### src/nd_params.svh
// Constants of the NAND host sequencer: offsets, fields, commands, timing
`ifndef ND_PARAMS_SVH
`define ND_PARAMS_SVH
// Clock period and strobe times in ns
`define ND_CLK_NS 8
`define ND_TWLO_NS 25
`define ND_TWHI_NS 15
`define ND_TRLO_NS 25
`define ND_TRHI_NS 15
`define ND_TWB_NS 100
// Register byte offsets
`define ND_REG_CTRL 12'h000
`define ND_REG_ROWA 12'h004
`define ND_REG_ROWB 12'h008
`define ND_REG_MOD 12'h00c
`define ND_REG_STAT 12'h010
`define ND_REG_ID0 12'h020
`define ND_REG_ID4 12'h030
// Field positions and reset values
`define ND_CTRL_WP_BIT 8
`define ND_MOD_EN_BIT 31
`define ND_SB_FAIL 0
`define ND_SB_RDY 6
`define ND_WP_RST 1'b0
// Command bytes
`define ND_CMD_READ 8'h00
`define ND_CMD_CBRD 8'h35
`define ND_CMD_ERASE 8'h60
`define ND_CMD_ERGO 8'hd0
`define ND_CMD_CBIN 8'h85
`define ND_CMD_PROG 8'h10
`define ND_CMD_STAT 8'h70
`define ND_CMD_DSTAT 8'h71
`define ND_CMD_ID 8'h90
`define ND_CMD_RST 8'hff
`endif

### src/nd_pkg.sv
// Types of the NAND host sequencer
`default_nettype none
package nd_pkg;
  typedef enum logic [2:0] {op_none, op_status, op_id, op_erase2, op_copy,
    op_abort} nd_op_t;
  typedef enum logic [3:0] {k_end, k_cmd, k_addr, k_wdat, k_read, k_busy,
    k_poll, k_skip, k_chk} nd_kind_t;
  typedef struct packed {
    nd_kind_t kind;
    logic [7:0] val;
  } nd_step_t;
  typedef enum logic [2:0] {st_idle, st_fetch, st_drive, st_hold,
    st_wait} nd_st_t;
endpackage
`default_nettype wire

### src/nd_idmem.sv
// Small memory holding the identification bytes, registered read
`timescale 1ns/100ps
`default_nettype none
module nd_idmem (
  input wire logic pclk, // Clock
  input wire logic presetn, // Async reset, active low
  input wire logic wr_en, // Write strobe
  input wire logic [2:0] wr_addr, // Write index
  input wire logic [7:0] wr_data, // Write byte
  input wire logic [2:0] rd_addr, // Read index
  output logic [7:0] rd_data // Registered read byte
);
  logic [7:0] mem_ff [8];
  logic [7:0] rd_ff;

  // Array write
  always_ff @(posedge pclk)
  begin
    if (wr_en)
    begin
      mem_ff[wr_addr] <= wr_data;
    end
  end

  // Registered read
  always_ff @(posedge pclk or negedge presetn)
  begin
    if (!presetn)
    begin
      rd_ff <= 8'h00;
    end
    else
    begin
      rd_ff <= mem_ff[rd_addr];
    end
  end

  assign rd_data = rd_ff;
endmodule
`default_nettype wire

### src/nd_host.sv
// NAND host controller: paired erase, copy-back, ID and status over APB
// Function
// - Pair both blocks from the same half
// - Erase at most one block per district
// - Erase: 60 addr, 60 addr, then D0
// - Abort unconfirmed erase with reset FF
// - Check copy-back read result via status
// - Program by 85 with address, 10 confirms
// - Copy source and destination share district
// - Status byte driven on each read strobe
// - Pass/fail valid only once ready
// - Only status or reset while busy
//
// Register access over APB and the register addresses are this design's own decisions.
`timescale 1ns/100ps
`default_nettype none
`include "nd_params.svh"
module nd_host (
  input wire logic pclk, // Clock, 125 MHz
  input wire logic presetn, // Async reset, active low
  input wire logic psel, // APB select
  input wire logic penable, // APB enable
  input wire logic pwrite, // APB direction
  input wire logic [11:0] paddr, // APB byte address
  input wire logic [31:0] pwdata, // APB write data
  output logic [31:0] prdata, // APB read data
  output logic pready, // APB ready
  output logic pslverr, // APB error
  output logic chip_enable_n, // Chip enable, active low
  output logic cmd_latch, // Command latch enable
  output logic addr_latch, // Address latch enable
  output logic write_strobe_n, // Write strobe, active low
  output logic read_strobe_n, // Read strobe, active low
  output logic write_protect_n, // Write protect, active low
  output logic [7:0] io_out, // I/O lines, driven value
  output logic io_oe_n, // I/O drive enable, active low
  input wire logic [7:0] io_in, // I/O lines, sampled value
  input wire logic ready_busy_output // Device ready, high when ready
);
  import nd_pkg::*;

  localparam int TWLO = (`ND_TWLO_NS + `ND_CLK_NS - 1) / `ND_CLK_NS;
  localparam int TWHI = (`ND_TWHI_NS + `ND_CLK_NS - 1) / `ND_CLK_NS;
  localparam int TRLO = (`ND_TRLO_NS + `ND_CLK_NS - 1) / `ND_CLK_NS;
  localparam int TRHI = (`ND_TRHI_NS + `ND_CLK_NS - 1) / `ND_CLK_NS;
  localparam int TWB = (`ND_TWB_NS + `ND_CLK_NS - 1) / `ND_CLK_NS;

  // District and half of a row address
  function automatic logic district_f(input logic [17:0] row);
    return row[6];
  endfunction

  function automatic logic half_f(input logic [17:0] row);
    return row[17];
  endfunction

  // Step table of each operation
  function automatic nd_step_t step_f(input nd_op_t op, input logic [4:0] i,
    input logic [17:0] ra, input logic [17:0] rb, input logic [31:0] md);
    nd_step_t s;
    s = '{k_end, 8'h00};
    case (op)
      op_status:
        case (i)
          5'd0: s = '{k_cmd, `ND_CMD_STAT};
          5'd1: s = '{k_read, 8'h00};
          default: s = '{k_end, 8'h00};
        endcase
      op_id:
        if (i == 5'd0) s = '{k_cmd, `ND_CMD_ID};
        else if (i == 5'd1) s = '{k_addr, 8'h00};
        else if (i <= 5'd6) s = '{k_read, 8'h00};
      op_abort:
        case (i)
          5'd0: s = '{k_cmd, `ND_CMD_RST};
          5'd1: s = '{k_busy, 8'h00};
          default: s = '{k_end, 8'h00};
        endcase
      op_erase2:
        case (i)
          5'd0, 5'd4: s = '{k_cmd, `ND_CMD_ERASE};
          5'd1: s = '{k_addr, ra[7:0]};
          5'd2: s = '{k_addr, ra[15:8]};
          5'd3: s = '{k_addr, {6'h00, ra[17:16]}};
          5'd5: s = '{k_addr, rb[7:0]};
          5'd6: s = '{k_addr, rb[15:8]};
          5'd7: s = '{k_addr, {6'h00, rb[17:16]}};
          5'd8: s = '{k_cmd, `ND_CMD_ERGO};
          5'd9: s = '{k_busy, 8'h00};
          5'd10: s = '{k_cmd, `ND_CMD_DSTAT};
          5'd11: s = '{k_read, 8'h00};
          5'd12: s = '{k_poll, 8'h00};
          default: s = '{k_end, 8'h00};
        endcase
      op_copy:
        case (i)
          5'd0: s = '{k_cmd, `ND_CMD_READ};
          5'd1, 5'd2, 5'd12, 5'd13: s = '{k_addr, 8'h00};
          5'd3: s = '{k_addr, ra[7:0]};
          5'd4: s = '{k_addr, ra[15:8]};
          5'd5: s = '{k_addr, {6'h00, ra[17:16]}};
          5'd6: s = '{k_cmd, `ND_CMD_CBRD};
          5'd7, 5'd23: s = '{k_busy, 8'h00};
          5'd8, 5'd24: s = '{k_cmd, `ND_CMD_STAT};
          5'd9, 5'd25: s = '{k_read, 8'h00};
          5'd10: s = '{k_chk, 8'h00};
          5'd11, 5'd18: s = '{k_cmd, `ND_CMD_CBIN};
          5'd14: s = '{k_addr, rb[7:0]};
          5'd15: s = '{k_addr, rb[15:8]};
          5'd16: s = '{k_addr, {6'h00, rb[17:16]}};
          5'd17: s = '{k_skip, 8'd22};
          5'd19: s = '{k_addr, md[23:16]};
          5'd20: s = '{k_addr, {3'h0, md[28:24]}};
          5'd21: s = '{k_wdat, md[7:0]};
          5'd22: s = '{k_cmd, `ND_CMD_PROG};
          5'd26: s = '{k_poll, 8'h00};
          default: s = '{k_end, 8'h00};
        endcase
      default: s = '{k_end, 8'h00};
    endcase
    return s;
  endfunction

  logic [31:0] prdata_ff;
  logic pready_ff;
  logic pslverr_ff;
  logic wp_ff;
  logic [17:0] rowa_ff;
  logic [17:0] rowb_ff;
  logic [31:0] mod_ff;
  logic done_ff;
  logic rerr_ff;
  logic cfail_ff;
  logic [7:0] stat_ff;
  nd_st_t st_ff;
  nd_op_t op_ff;
  logic [4:0] idx_ff;
  logic [4:0] tmr_ff;
  logic ce_n_ff;
  logic cle_ff;
  logic ale_ff;
  logic we_n_ff;
  logic rdstb_n_ff;
  logic [7:0] iod_ff;
  logic oe_n_ff;
  logic id_we;
  logic [7:0] id_rd;
  logic acc_w;
  logic acc_r;
  logic wr_ctrl;
  nd_op_t new_op;
  logic rule_ok;
  logic start;
  logic reject;
  nd_step_t step;
  logic ev_end;
  logic ev_cfail;
  logic [31:0] rd_mux;
  logic hit;

  // APB access phases
  assign acc_r = psel && penable && !pready_ff;
  assign acc_w = psel && penable && pready_ff && pwrite;
  assign wr_ctrl = acc_w && (paddr == `ND_REG_CTRL);
  assign new_op = nd_op_t'(pwdata[2:0]);

  // Pairing checks on the stored rows
  always_comb
  begin
    rule_ok = 1'b1;
    if (new_op == op_erase2)
    begin
      rule_ok = (district_f(rowa_ff) != district_f(rowb_ff)) &&
        (half_f(rowa_ff) == half_f(rowb_ff));
    end
    else if (new_op == op_copy)
    begin
      rule_ok = district_f(rowa_ff) == district_f(rowb_ff);
    end
  end

  assign start = wr_ctrl && (new_op != op_none) && (st_ff == st_idle) &&
    rule_ok;
  assign reject = wr_ctrl && (new_op != op_none) && !rule_ok;
  assign step = step_f(op_ff, idx_ff, rowa_ff, rowb_ff, mod_ff);
  assign ev_cfail = (st_ff == st_fetch) && (step.kind == k_chk) &&
    stat_ff[`ND_SB_FAIL];
  assign ev_end = ((st_ff == st_fetch) && (step.kind == k_end)) || ev_cfail;
  assign id_we = (st_ff == st_drive) && (tmr_ff == 5'd0) && !rdstb_n_ff &&
    (op_ff == op_id);

  // Read decode
  always_comb
  begin
    hit = 1'b1;
    rd_mux = 32'h0000_0000;
    if (paddr == `ND_REG_CTRL)
      rd_mux = {23'h0, wp_ff, 5'h00, op_ff};
    else if (paddr == `ND_REG_ROWA)
      rd_mux = {14'h0, rowa_ff};
    else if (paddr == `ND_REG_ROWB)
      rd_mux = {14'h0, rowb_ff};
    else if (paddr == `ND_REG_MOD)
      rd_mux = mod_ff;
    else if (paddr == `ND_REG_STAT)
      rd_mux = {16'h0, stat_ff, 4'h0, cfail_ff, rerr_ff, done_ff,
        st_ff != st_idle};
    else if (paddr >= `ND_REG_ID0 && paddr <= `ND_REG_ID4 &&
      paddr[1:0] == 2'b00)
      rd_mux = {24'h0, id_rd};
    else
      hit = 1'b0;
  end

  // APB answer, one wait state
  always_ff @(posedge pclk or negedge presetn)
  begin
    if (!presetn)
    begin
      pready_ff <= 1'b0;
      prdata_ff <= 32'h0000_0000;
      pslverr_ff <= 1'b0;
    end
    else
    begin
      pready_ff <= acc_r;
      if (acc_r)
      begin
        prdata_ff <= pwrite ? 32'h0000_0000 : rd_mux;
        pslverr_ff <= !hit;
      end
    end
  end

  // Software registers
  always_ff @(posedge pclk or negedge presetn)
  begin
    if (!presetn)
    begin
      wp_ff <= `ND_WP_RST;
      rowa_ff <= 18'h00000;
      rowb_ff <= 18'h00000;
      mod_ff <= 32'h0000_0000;
    end
    else if (acc_w)
    begin
      if (paddr == `ND_REG_CTRL)
        wp_ff <= pwdata[`ND_CTRL_WP_BIT];
      else if (paddr == `ND_REG_ROWA)
        rowa_ff <= pwdata[17:0];
      else if (paddr == `ND_REG_ROWB)
        rowb_ff <= pwdata[17:0];
      else if (paddr == `ND_REG_MOD)
        mod_ff <= pwdata;
    end
  end

  // Sticky flags, write one to clear, set wins
  always_ff @(posedge pclk or negedge presetn)
  begin
    if (!presetn)
    begin
      done_ff <= 1'b0;
      rerr_ff <= 1'b0;
      cfail_ff <= 1'b0;
    end
    else
    begin
      done_ff <= ev_end || (done_ff && !(acc_w &&
        paddr == `ND_REG_STAT && pwdata[1]));
      rerr_ff <= reject || (rerr_ff && !(acc_w &&
        paddr == `ND_REG_STAT && pwdata[2]));
      cfail_ff <= ev_cfail || (cfail_ff && !(acc_w &&
        paddr == `ND_REG_STAT && pwdata[3]));
    end
  end

  // Step sequencer and pin drive
  always_ff @(posedge pclk or negedge presetn)
  begin
    if (!presetn)
    begin
      st_ff <= st_idle;
      op_ff <= op_none;
      idx_ff <= 5'd0;
      tmr_ff <= 5'd0;
      ce_n_ff <= 1'b1;
      cle_ff <= 1'b0;
      ale_ff <= 1'b0;
      we_n_ff <= 1'b1;
      rdstb_n_ff <= 1'b1;
      iod_ff <= 8'h00;
      oe_n_ff <= 1'b1;
      stat_ff <= 8'h00;
    end
    else
    begin
      case (st_ff)
        st_idle:
          if (start)
          begin
            op_ff <= new_op;
            idx_ff <= 5'd0;
            ce_n_ff <= 1'b0;
            st_ff <= st_fetch;
          end
        st_fetch:
          case (step.kind)
            k_cmd, k_addr, k_wdat:
            begin
              cle_ff <= step.kind == k_cmd;
              ale_ff <= step.kind == k_addr;
              iod_ff <= step.val;
              oe_n_ff <= 1'b0;
              we_n_ff <= 1'b0;
              tmr_ff <= 5'(TWLO - 1);
              st_ff <= st_drive;
            end
            k_read:
            begin
              oe_n_ff <= 1'b1;
              rdstb_n_ff <= 1'b0;
              tmr_ff <= 5'(TRLO - 1);
              st_ff <= st_drive;
            end
            k_busy:
            begin
              oe_n_ff <= 1'b1;
              tmr_ff <= 5'(TWB - 1);
              st_ff <= st_wait;
            end
            k_poll:
              idx_ff <= stat_ff[`ND_SB_RDY] ? idx_ff + 5'd1 : idx_ff - 5'd1;
            k_skip:
              idx_ff <= mod_ff[`ND_MOD_EN_BIT] ? idx_ff + 5'd1 : step.val[4:0];
            k_chk:
              if (stat_ff[`ND_SB_FAIL])
              begin
                ce_n_ff <= 1'b1;
                st_ff <= st_idle;
              end
              else
                idx_ff <= idx_ff + 5'd1;
            default:
            begin
              ce_n_ff <= 1'b1;
              oe_n_ff <= 1'b1;
              st_ff <= st_idle;
            end
          endcase
        st_drive:
          if (tmr_ff != 5'd0)
            tmr_ff <= tmr_ff - 5'd1;
          else
          begin
            if (!rdstb_n_ff && op_ff != op_id)
              stat_ff <= io_in;
            we_n_ff <= 1'b1;
            rdstb_n_ff <= 1'b1;
            tmr_ff <= rdstb_n_ff ? 5'(TWHI - 1) : 5'(TRHI - 1);
            st_ff <= st_hold;
          end
        st_hold:
          if (tmr_ff != 5'd0)
            tmr_ff <= tmr_ff - 5'd1;
          else
          begin
            cle_ff <= 1'b0;
            ale_ff <= 1'b0;
            idx_ff <= idx_ff + 5'd1;
            st_ff <= st_fetch;
          end
        st_wait:
          if (tmr_ff != 5'd0)
            tmr_ff <= tmr_ff - 5'd1;
          else if (ready_busy_output)
          begin
            idx_ff <= idx_ff + 5'd1;
            st_ff <= st_fetch;
          end
        default: st_ff <= st_idle;
      endcase
    end
  end

  nd_idmem u_idmem (
    .pclk(pclk),
    .presetn(presetn),
    .wr_en(id_we),
    .wr_addr(3'(idx_ff - 5'd2)),
    .wr_data(io_in),
    .rd_addr(paddr[4:2]),
    .rd_data(id_rd)
  );

  assign prdata = prdata_ff;
  assign pready = pready_ff;
  assign pslverr = pslverr_ff;
  assign chip_enable_n = ce_n_ff;
  assign cmd_latch = cle_ff;
  assign addr_latch = ale_ff;
  assign write_strobe_n = we_n_ff;
  assign read_strobe_n = rdstb_n_ff;
  assign write_protect_n = wp_ff;
  assign io_out = iod_ff;
  assign io_oe_n = oe_n_ff;
endmodule
`default_nettype wire

### config.mk
export PLATFORM = sky130hd
export DESIGN_NAME = nd_host
export DESIGN_NICKNAME = d
export VERILOG_FILES = /design/src/nd_pkg.sv /design/src/nd_idmem.sv /design/src/nd_host.sv
export VERILOG_INCLUDE_DIRS = /design/src /design/src/src
export SDC_FILE = /design/constraint.sdc
export NUM_CORES = 1
export LEC_CHECK = 0
export BUFFER_PORTS_ARGS = -buffer_cell sky130_fd_sc_hd__buf_2
export CORE_MARGIN = 5
export CORE_UTILIZATION = 55
export CTS_BUF_LIST = sky130_fd_sc_hd__clkbuf_16
export DETAILED_ROUTE_END_ITERATION = 10
export GPL_ROUTABILITY_DRIVEN = 0
export PLACE_DENSITY_LB_ADDON = 0.25
export SYNTH_ARGS = -nofsm -noshare
export SYNTH_HDL_FRONTEND = slang
export SYNTH_SLANG_ARGS = --single-unit
### constraint.sdc
create_clock -name pclk -period 4.9 [get_ports pclk]
set_clock_uncertainty 0.1 [all_clocks]
set_input_delay 0 -clock pclk [delete_from_list [all_inputs] [get_ports pclk]]
set_output_delay 0 -clock pclk [all_outputs]
set_load 0.01 [all_outputs]
# Word-level counts from Yosys, hierarchy flattened
# Memory sizes are Yosys's and may differ from the RTL's. A register that Yosys moved wholly into a read port is not among the register bits.
# Index checks and enable logic that the tools add are counted.
[totals]
ff_bits = 144
ramBits = 64
input_bits = 58
out_inout_bits = 49
n_memories = 1
[mem_list]
columns = ["name", "depth", "word_bits", "read_ports", "rd_ports_with_merged_regs", "wr", "line_no", "text"]
rows = [
  ["u_idmem.mem_ff", 8, 8, 1, 1, 1, "nd_idmem.sv:13", "logic [7:0] mem_ff [8];"],
]
[op_classes]
add_sub_neg = 4
n_lt_le_gt_ge = 3
eq_ne = 67
mux = 61
bitwise_logic = 5
reduce_logical = 79
[op_table]
columns = ["op", "n"]
rows = [
  ["$pmux W12 S20", 1],
  ["$mux W32", 5],
  ["$pmux W11 S12", 1],
  ["$pmux W12 S5", 1],
  ["$eq A5 B5 Y1 const B", 11],
  ["$mux W5", 9],
  ["$pmux W11 S2", 2],
  ["$eq A5 B4 Y1 const B", 8],
  ["$mux W11", 3],
  ["$pmux W5 S3", 2],
  ["$logic_and A1 B1 Y1", 26],
  ["$eq A12 B4 Y1 const B", 2],
  ["$eq A5 B3 Y1 const B", 4],
  ["$pmux W5 S4", 1],
  ["$mux W1", 18],
  ["$mux W3", 6],
  ["$reduce_and A3 Y1", 6],
  ["$eq A4 B3 Y1 const B", 4],
  ["$mux W16", 1],
  ["$eq A3 B2 Y1 const B", 5],
  ["$pmux W3 S5", 1],
  ["$ne A2 B2 Y1 const B", 7],
  ["$pmux W1 S2", 7],
  ["$reduce_and A7 Y1", 2],
  ["other kinds (43)", 86],
]

# Depth between registers and ports, before layout
# Gate-level depths: netlist (run 1).
[logic_depth]
depth_word = 10
ltp_mapped = 16
mapped_depth_nobuf = 10

# Modules after synthesis
# From an unflattened synthesis (run 1), not the netlist that was laid out.
[unflattened]
cells_unflattened = 940
area_unflattened_um2 = 11044.3
[modules_own_cells]
columns = ["mod", "instances", "cells_per_inst", "area_per_inst_um2", "seq_area_each_um2"]
rows = [
  ["nd_host", 1, 826, 8313.0, 3608.5],
  ["nd_idmem", 1, 114, 2731.4, 2122.0],
]

# Least setup slack after synthesis (run 1)
# OpenSTA, ideal clock, no wires.
[synth_path]
path_type = "register -> register"
startpoint = "reg idx_ff[2]"
endpoint = "reg idx_ff[0]"
arrival_ps = 3412
path_slack_ps = 1265
path_stages_with_launch = 16
path_buffers = 7
cell_sequence = "dfrtp_1 > buf_4 > buf_6 > buf_4 > buf_4 > buf_4 > buf_2 > and3_1 > ha_1 > clkbuf_1 > or3_4 > o31a_1 > a221o_1 > o31ai_1 > a211o_1 > o21ai_1"
[synth_between]
elab_chain_len = 8
elab_cells_between_ends = 51
cone_classes = "order compare: 1; eq/ne: 31; mux: 11; reduce/logical: 8"
[synth_lines]
columns = ["item", "line_no", "text"]
rows = [
  ["from (decl)", "nd_host.sv:137", "logic [4:0] idx_ff;"],
  ["from (signal assigned)", "nd_host.sv:333", "idx_ff <= stat_ff[`ND_SB_RDY] ? idx_ff + 5'd1 : idx_ff - 5'd1;"],
  ["from (signal assigned)", "nd_host.sv:335", "idx_ff <= mod_ff[`ND_MOD_EN_BIT] ? idx_ff + 5'd1 : step.val[4:0];"],
  ["from (signal assigned)", "nd_host.sv:343", "idx_ff <= idx_ff + 5'd1;"],
  ["$le A5 B3 Y1", "nd_host.sv:72", "else if (i <= 5'd6) s = '{k_read, 8'h00};"],
  ["$mux W11", "nd_host.sv:72", ""],
  ["$mux W11", "nd_host.sv:71", "else if (i == 5'd1) s = '{k_addr, 8'h00};"],
  ["$mux W11", "nd_host.sv:70", "if (i == 5'd0) s = '{k_cmd, `ND_CMD_ID};"],
  ["$pmux W12 S5 *", "nd_host.sv:62", "case (op)"],
  ["$eq A4 B4 Y1 or $eq A4 B3 Y1 (tied branches)", "nd_host.sv:308", "case (step.kind)"],
  ["$pmux W5 S3 (tied with other cells)", "nd_host.sv:308", ""],
  ["$pmux W5 S4 or $reduce_and A7 Y1 (tied branches)", "n/a", ""],
]
# Mark *: on every way between the ends. The rest lies on a longest branch, timed or not.
# A chain may end at the register's enable or synchronous reset.

# Worst setup path after layout (run 1)
[layout_path]
startpoint = "reg idx_ff[1]"
endpoint = "reg iod_ff[0], in the netlist io_out[0]"
[layout_between]
elab_chain_len = 8
elab_cells_between_ends = 47
cone_classes = "order compare: 1; eq/ne: 29; mux: 8; reduce/logical: 9"
[layout_lines]
columns = ["item", "line_no", "text"]
rows = [
  ["$le A5 B3 Y1", "nd_host.sv:72", ""],
  ["$mux W11", "nd_host.sv:72", ""],
  ["$mux W11", "nd_host.sv:71", ""],
  ["$mux W11", "nd_host.sv:70", ""],
  ["$pmux W12 S5 *", "nd_host.sv:62", ""],
  ["$eq A4 B1 Y1 or $eq A4 B2 Y1 (tied branches)", "nd_host.sv:308", ""],
  ["$reduce_or A3 Y1", "n/a", ""],
  ["$reduce_and A2 Y1 (no line)", "n/a", ""],
  ["to (signal assigned)", "nd_host.sv:313", "iod_ff <= step.val;"],
  ["to (decl)", "nd_host.sv:144", "logic [7:0] iod_ff;"],
]
# Marked as above.

==> out/metrics.yaml, run 1 <==
setup_path:
  worst_setup_path_end_kind: "flip-flop"
  path_max_fanout: 23
  cp.required_ns: 5.19
  criticalPathCategory: "reg -> reg"
  arrival_ns: 4.56
  critPathLaunchType: "flip-flop"
logic_synthesis:
  synth_top_area_cell: "dfrtp_1"
  synthDistinctLibCells: 93
  synth_cells: 927
  synth_edf_count: 64
  async_flop_share_pct: 70.4
  ys_warn_count: 0
  synth_area_sq_um: 10900
  synth_area_leaders: "dfrtp_1, edfxtp_1, mux2_2"
  syn_avg_cell_area_sq_um: 11.8
  synth_nets: 993
  yosysSeqAreaShare_pct: 52.4
  ys_ff_latch: 216
  synth_top_area_share_pct: 33.9
  synth_flop_cell: "dfrtp_1"
placement:
  port_buffers: 106
  dp.cells: 1247
  place_ws_ns: 0.731
  dp_hpwl_um: 20800
pwr:
  p_leak_uw: 0.00560
  seq_power_share_pct: 51.3
  powerDensity_nw_per_um2: 286
  switching_share_pct: 21.0
  internal_power_uw: 2890
  ir_drop_uv: 273
  power_uw: 3660
  p_sw_uw: 770
  power_frac_comb_pct: 4.3
  power.share.clock_pct: 44.4
detailed_routing:
  viasPerCell: 6.46
  drc: 0
  routedWlPerCell_um: 22.8
  antenna_left: 0
  drt-initial-drc-count: 912
  drt_wl_total_um: 30600
  vias: 8655
  first_pass_iters: 6
cells_and_area:
  seq_area_sq_um: 5730
  diodes: 0
  nets: 1126
  areaGrowthSynthToFinish_pct: 17.0
  fin_cells: 1340
  drive_gt1_share_pct: 22.8
  multi_input_area_sq_um: 4830
  fillCellCount: 1494
global_routing:
  grt_max_degree: 108
  globalRouteTotalUtil_pct: 27.4
  antenna_found_initial: 0
  grt_overflow_total: 0
  grt_pass1_vias: 8404
  grt_pass1_wl_um: 48100
sta:
  fin_setup_tns_ns: 0
  hold_viol: 0
  fmax_mhz: 234
  hold_slack_ns: 0.0733
  fin_ws_ns: 0.631
  fin_crit_sh_pct: 87.1
  max_slew_margin_pct: 20.6
  setup_viol: 0
  finalMaxSlewViolations: 0
  max_slew.worst_pin.slew_ns: 1.19
  fin_crit_ns: 4.27
  grt_setup_unrepaired: "false"
die:
  die_area_sq_um: 22800
  die_w_um: 151
  initial_utilization_pct: 56.0
  rows: 51
  core_sq_um: 19500
  dieHeight_um: 151
  num_io_pins: 107
job:
  maxCapViolCount: 0
cts:
  clock_tree.root_cell: "clkbuf_16"
  numCtsBuffers: 23
  clkTransAtPathRegs_ns: 0.06
  cts_setup_buffers: 0
  cts_buffer_depth: 3
  clk_latency_ns: 0.51
  htreeDepth: 1
  tritoncts: "done"
  cts.sinks: 216
hold_path:
  worstHoldPathType: "in -> async"
outcome:
  outcome: "complete, no violations"
==> sequential cells by signal, summed over array words and instances, names as in the netlist, 5 cells and up <==
register and cells:
stat_ff 8, mod_ff 32, io_out 8, rowb_ff 18, tmr_ff 5, u_idmem.rd_data 8, prdata 32, u_idmem.mem_ff 64
idx_ff 5, rowa_ff 18
==> worst paths after layout <==
| path | to | slack, ns | cells after the start | startpoint |
|---|---|---|---|---|
| worst max-delay path | io_out[0] | 0.63 | 9 | idx_ff[1] |
| worst min-delay path | mod_ff[30] | 0.07 | 2 | presetn |
| worst max register to register | io_out[0] | 0.63 | 9 | idx_ff[1] |
| worst min register to register | io_out[2] | 0.38 | 1 | io_out[2] |
| max in group asynchronous | idx_ff[2] | 3.44 | 3 | presetn |
| min in group pclk | prdata[8] | 0.10 | 7 | paddr[11] |
==> through the flow <==
| stage | util, % | instance area (sq um) |
|---|---|---|
| floorplan | - | 10900 |
| global placement | 59.2 | 11600 |
| detailed placement | 59.2 | 11600 |
| CTS | 65.6 | 12800 |
| global route | 65.6 | 12800 |
| finish | 65.6 | 12800 |
==> logic make-up (layout without fill, tap and decap cells) <==
family                     count (synthesis)  in the layout  synth area share [%]
AOI/OAI and AO/OA                        231            231                  15.1
buffers and inverters                     78            226                  3.53
xor gates and xnor gates                   9              9                 0.721
adders and majority gates                  8              8                 0.915
DFF                                      216            216                  52.4
muxes                                    129            129                  14.7
and+or+nand+nor                          256            256                  12.6
==> worst max-delay path, stage by stage (launching register included) <==
cell,delay (ns)
dfrtp_1,0.51
inv_1,0.20
ha_1,0.80
nor4b_2,0.57
and2_1,0.26
nor3_1,0.10
nand2_1,0.19
nor2_2,0.10
nor2_1,0.91
mux2_1,0.39
==> cells in the mapped netlist, types with 10 or more instances <==
master / number
nor2b_1: 10
nand2_1: 71
mux2_2: 49
mux2i_1: 20
nor2_1: 50
o21ai_0: 40
o22ai_1: 13
mux4_2: 16
edfxtp_1: 64
dfrtp_1: 148
buf_2: 19
a21oi_1: 45
nand3_1: 16
a22o_1: 16
a221oi_1: 19
nand2b_1: 11
clkbuf_1: 24
inv_1: 17
o221ai_1: 13
mux2_1: 44
nor3_1: 17
==> cell usage in the layout (no fill, tap or decap), drive strengths merged, types with 7 or more instances in the layout <==
master | netlist | final
dfrtp | 148 | 148
buf | 34 | 115
mux2 | 93 | 93
nand2 | 71 | 71
edfxtp | 64 | 64
dlygate4sd3 | 0 | 53
nor2 | 53 | 53
o21ai | 46 | 46
a21oi | 45 | 45
clkbuf | 26 | 23
inv | 18 | 23
a221oi | 22 | 22
mux2i | 20 | 20
nand3 | 18 | 18
nor3 | 18 | 18
mux4 | 16 | 16
a22o | 16 | 16
o22ai | 13 | 13
o221ai | 13 | 13
nand2b | 11 | 11
nor2b | 11 | 11
clkinv | 0 | 10
and3 | 9 | 9
a31oi | 9 | 9
nand4 | 9 | 9
a22oi | 9 | 9
ha | 8 | 8
nor4 | 8 | 8
nand3b | 8 | 8
and2 | 7 | 7
o21bai | 7 | 7
==> what timing repair did <==
action,CTS,global route
endpoints found under the hold margin,271,0
resized for setup,0,0
hold buffers,53,0
==> per-layer routing <==
layer	vias up	part of all wire (%)	global-route usage (%)	wire length (um)
li1	3810	-	-	-
met1	4283	41	39.3	12500
met2	488	46	42.3	14100
met3	74	9.8	5.33	2990
met4	0	3.2	9.11	971
met5	-	0	0	0
==> power groups by stage <==
stage	sequential [uW]	combinational (uW)	clock, uW
finish	1880	158	1630
floorplan	1910	47.6	0
global route	1880	174	1730
CTS	1880	158	1650
global placement	1910	125	0
detailed placement	1910	126	0
==> layout make-up <==
| type | instances | area share (%) |
|---|---|---|
| sequential | 216 | 44.8 |
| multi-input combinational | 633 | 37.8 |
| timing repair buffer | 168 | 8.87 |
| clock buffer | 23 | 4.50 |
| tap | 265 | 2.59 |
| clock inverter | 17 | 0.978 |
| inverter | 18 | 0.528 |
No activity file was read; power rests on OpenSTA's default activity.
==> run 2, diff against run 1 <==
- CTS_BUF_LIST: sky130_fd_sc_hd__clkbuf_16 -> default
==> out/metrics.yaml, run 2 (synthesis gave the netlist of run 1 again) <==
hold_path:
  worstHoldPathType: "in -> async"
setup_path:
  worstRegToRegCells: 9  # unchanged
  path_max_fanout: 23  # unchanged
  cp.required_ns: 5.19  # about the same
  critPathLaunchType: "flip-flop"
  worst_setup_path_end_kind: "flip-flop"
  criticalPathCategory: "reg -> reg"
  r2r-end: "io_out[0]"
  arrival_ns: 4.55  # about the same
  reg2reg_from: "idx_ff[1]"
  r2r_slack_ns: 0.64  # about the same
global_routing:
  grt_overflow_total: 0  # unchanged
  grt_max_degree: 108  # unchanged
  gr-usage-met2_pct: 42.1  # -0.25 points
  grt_use_met3_pct: 5.36  # +0.030 points
  met1_usage_pct: 39.4  # +0.080 points
  globalRouteTotalUtil_pct: 27.5  # +0.052 points
  antenna_found_initial: 0  # unchanged
  grt_pass1_vias: 8414  # +0.12%
  busiest_layer: "met2"
  grt_pass1_wl_um: 48200  # +0.12%
die:
  die_area_sq_um: 22800  # unchanged
  die_w_um: 151  # unchanged
  num_io_pins: 107  # unchanged
  rows: 51  # unchanged
  core_sq_um: 19500  # unchanged
  initial_utilization_pct: 56.0  # unchanged
  dieHeight_um: 151  # unchanged
cells_and_area:
  seq_area_sq_um: 5730  # unchanged
  top_register: "u_idmem.mem_ff"
  nets: 1126  # unchanged
  largest_reg_flops: 64  # unchanged
  final_cell_mix: "dfrtp_1, buf_2, nand2_1"
  multi_input_area_sq_um: 4830  # unchanged
  fin_cells: 1340  # unchanged
  fin_util_pct: 65.7  # +0.15 points
  drive_gt1_share_pct: 23.1  # +0.28 points
  fillCellCount: 1485  # -0.60%
  diodes: 0  # unchanged
  final_common_cell: "dfrtp_1"
  areaGrowthSynthToFinish_pct: 17.3
detailed_routing:
  first_pass_iters: 7  # +1
  drt-initial-drc-count: 821  # -10%
  routedWlPerCell_um: 23.0  # +0.56%
  antenna_left: 0  # unchanged
  drt_wl_total_um: 30800  # +0.56%
  viasPerCell: 6.50  # +0.69%
  vias: 8715  # +0.69%
  drc: 0  # unchanged
placement:
  port_buffers: 106  # unchanged
  place_ws_ns: 0.731  # unchanged
  dp.cells: 1247  # unchanged
  dp_hpwl_um: 20800  # unchanged
cts:
  cts_buffer_depth: 3  # unchanged
  clkTransAtPathRegs_ns: 0.06  # about the same
  clk_latency_ns: 0.51  # about the same
  cts_resized: 0  # unchanged
  cts.sinks: 216  # unchanged
  cts_setup_buffers: 0  # unchanged
  htreeDepth: 1  # unchanged
  clock_tree.root_cell: "clkbuf_16"
  tritoncts: "done"
  numCtsBuffers: 23  # unchanged
sta:
  grt_setup_unrepaired: "false"
  setup_viol: 0  # unchanged
  fin_setup_tns_ns: 0  # unchanged
  hold_viol: 0  # unchanged
  fmax_mhz: 235  # +0.31%
  max_slew.worst_pin.slew_ns: 1.18  # -0.0106 ns
  fin_crit_ns: 4.26  # -0.0130 ns
  fin_crit_sh_pct: 86.9  # -0.27 points
  finalMaxSlewViolations: 0  # unchanged
  max_slew_margin_pct: 21.3  # +0.71 points
  fin_ws_ns: 0.644  # +0.0130 ns
outcome:
  outcome: "complete, no violations"
pwr:
  p_leak_uw: 0.00560  # about the same
  ir_drop_uv: 272  # -0.29%
  powerDensity_nw_per_um2: 290  # +1.3%
job:
  maxCapViolCount: 0  # unchanged
==> run 2: critical path, cell delays in order, from the launching register on <==
cell and delay (ns):
dfrtp_1 0.51, inv_1 0.20, ha_1 0.78, nor4b_2 0.58, and2_1 0.26, nor3_1 0.11, nand2_1 0.19, nor2_2 0.10
nor2_1 0.90, mux2_1 0.39
==> run 2: area by class of cell <==
cell class	instances	area share, %
clock buffer	30	4.92
timing repair buffer	168	8.85
tap	265	2.58
clock inverter	10	0.770
inverter	18	0.527
multi-input combinational	633	37.7
sequential	216	44.7
==> run 2: worst max-delay path by stage <==
stage	startpoint	to	depth (start not counted)
floorplan	idx_ff[2]	idx_ff[0]	15
global placement	idx_ff[1]	io_out[0]	9
detailed placement	idx_ff[1]	io_out[0]	9
CTS	idx_ff[1]	io_out[2]	9
global route	idx_ff[1]	io_out[2]	9
finish	idx_ff[1]	io_out[0]	9
==> run 2: metrics by stage <==
step / power [uW] / hold slack, ns / area [sq um]
3_3_place_gp: 2040 / 0.0906 / 11600
4_1_cts: 3750 / 0.0430 / 12800
5_1_grt: 3840 / 0.153 / 12800
6_report: 3720 / 0.0887 / 12800
3_5_place_dp: 2040 / 0.0812 / 11600
2_1_floorplan: 1950 / -0.396 / 10900
==> run 2: what timing repair did <==
item,in CTS,in global routing
endpoints found under the setup margin,0,0
hold endpoints to repair,271,0
hold buffers,53,0
==> run 2: metal layers <==
metal | wire length, um | vias to the layer above
li1 | - | 3820
met1 | 12600 | 4313
met2 | 14000 | 479
met3 | 2970 | 103
met4 | 1170 | 0
met5 | 0 | -
==> run 2: power by group <==
| group | total, uW | leakage [uW] | switching, uW | internal, uW |
|---|---|---|---|---|
| clock | 1680 | 0.000361 | 675 | 1010 |
| sequential | 1880 | 0.00262 | 10.4 | 1870 |
| combinational | 158 | 0.00262 | 85.4 | 72.1 |
| total | 3720 | 0.00560 | 771 | 2950 |
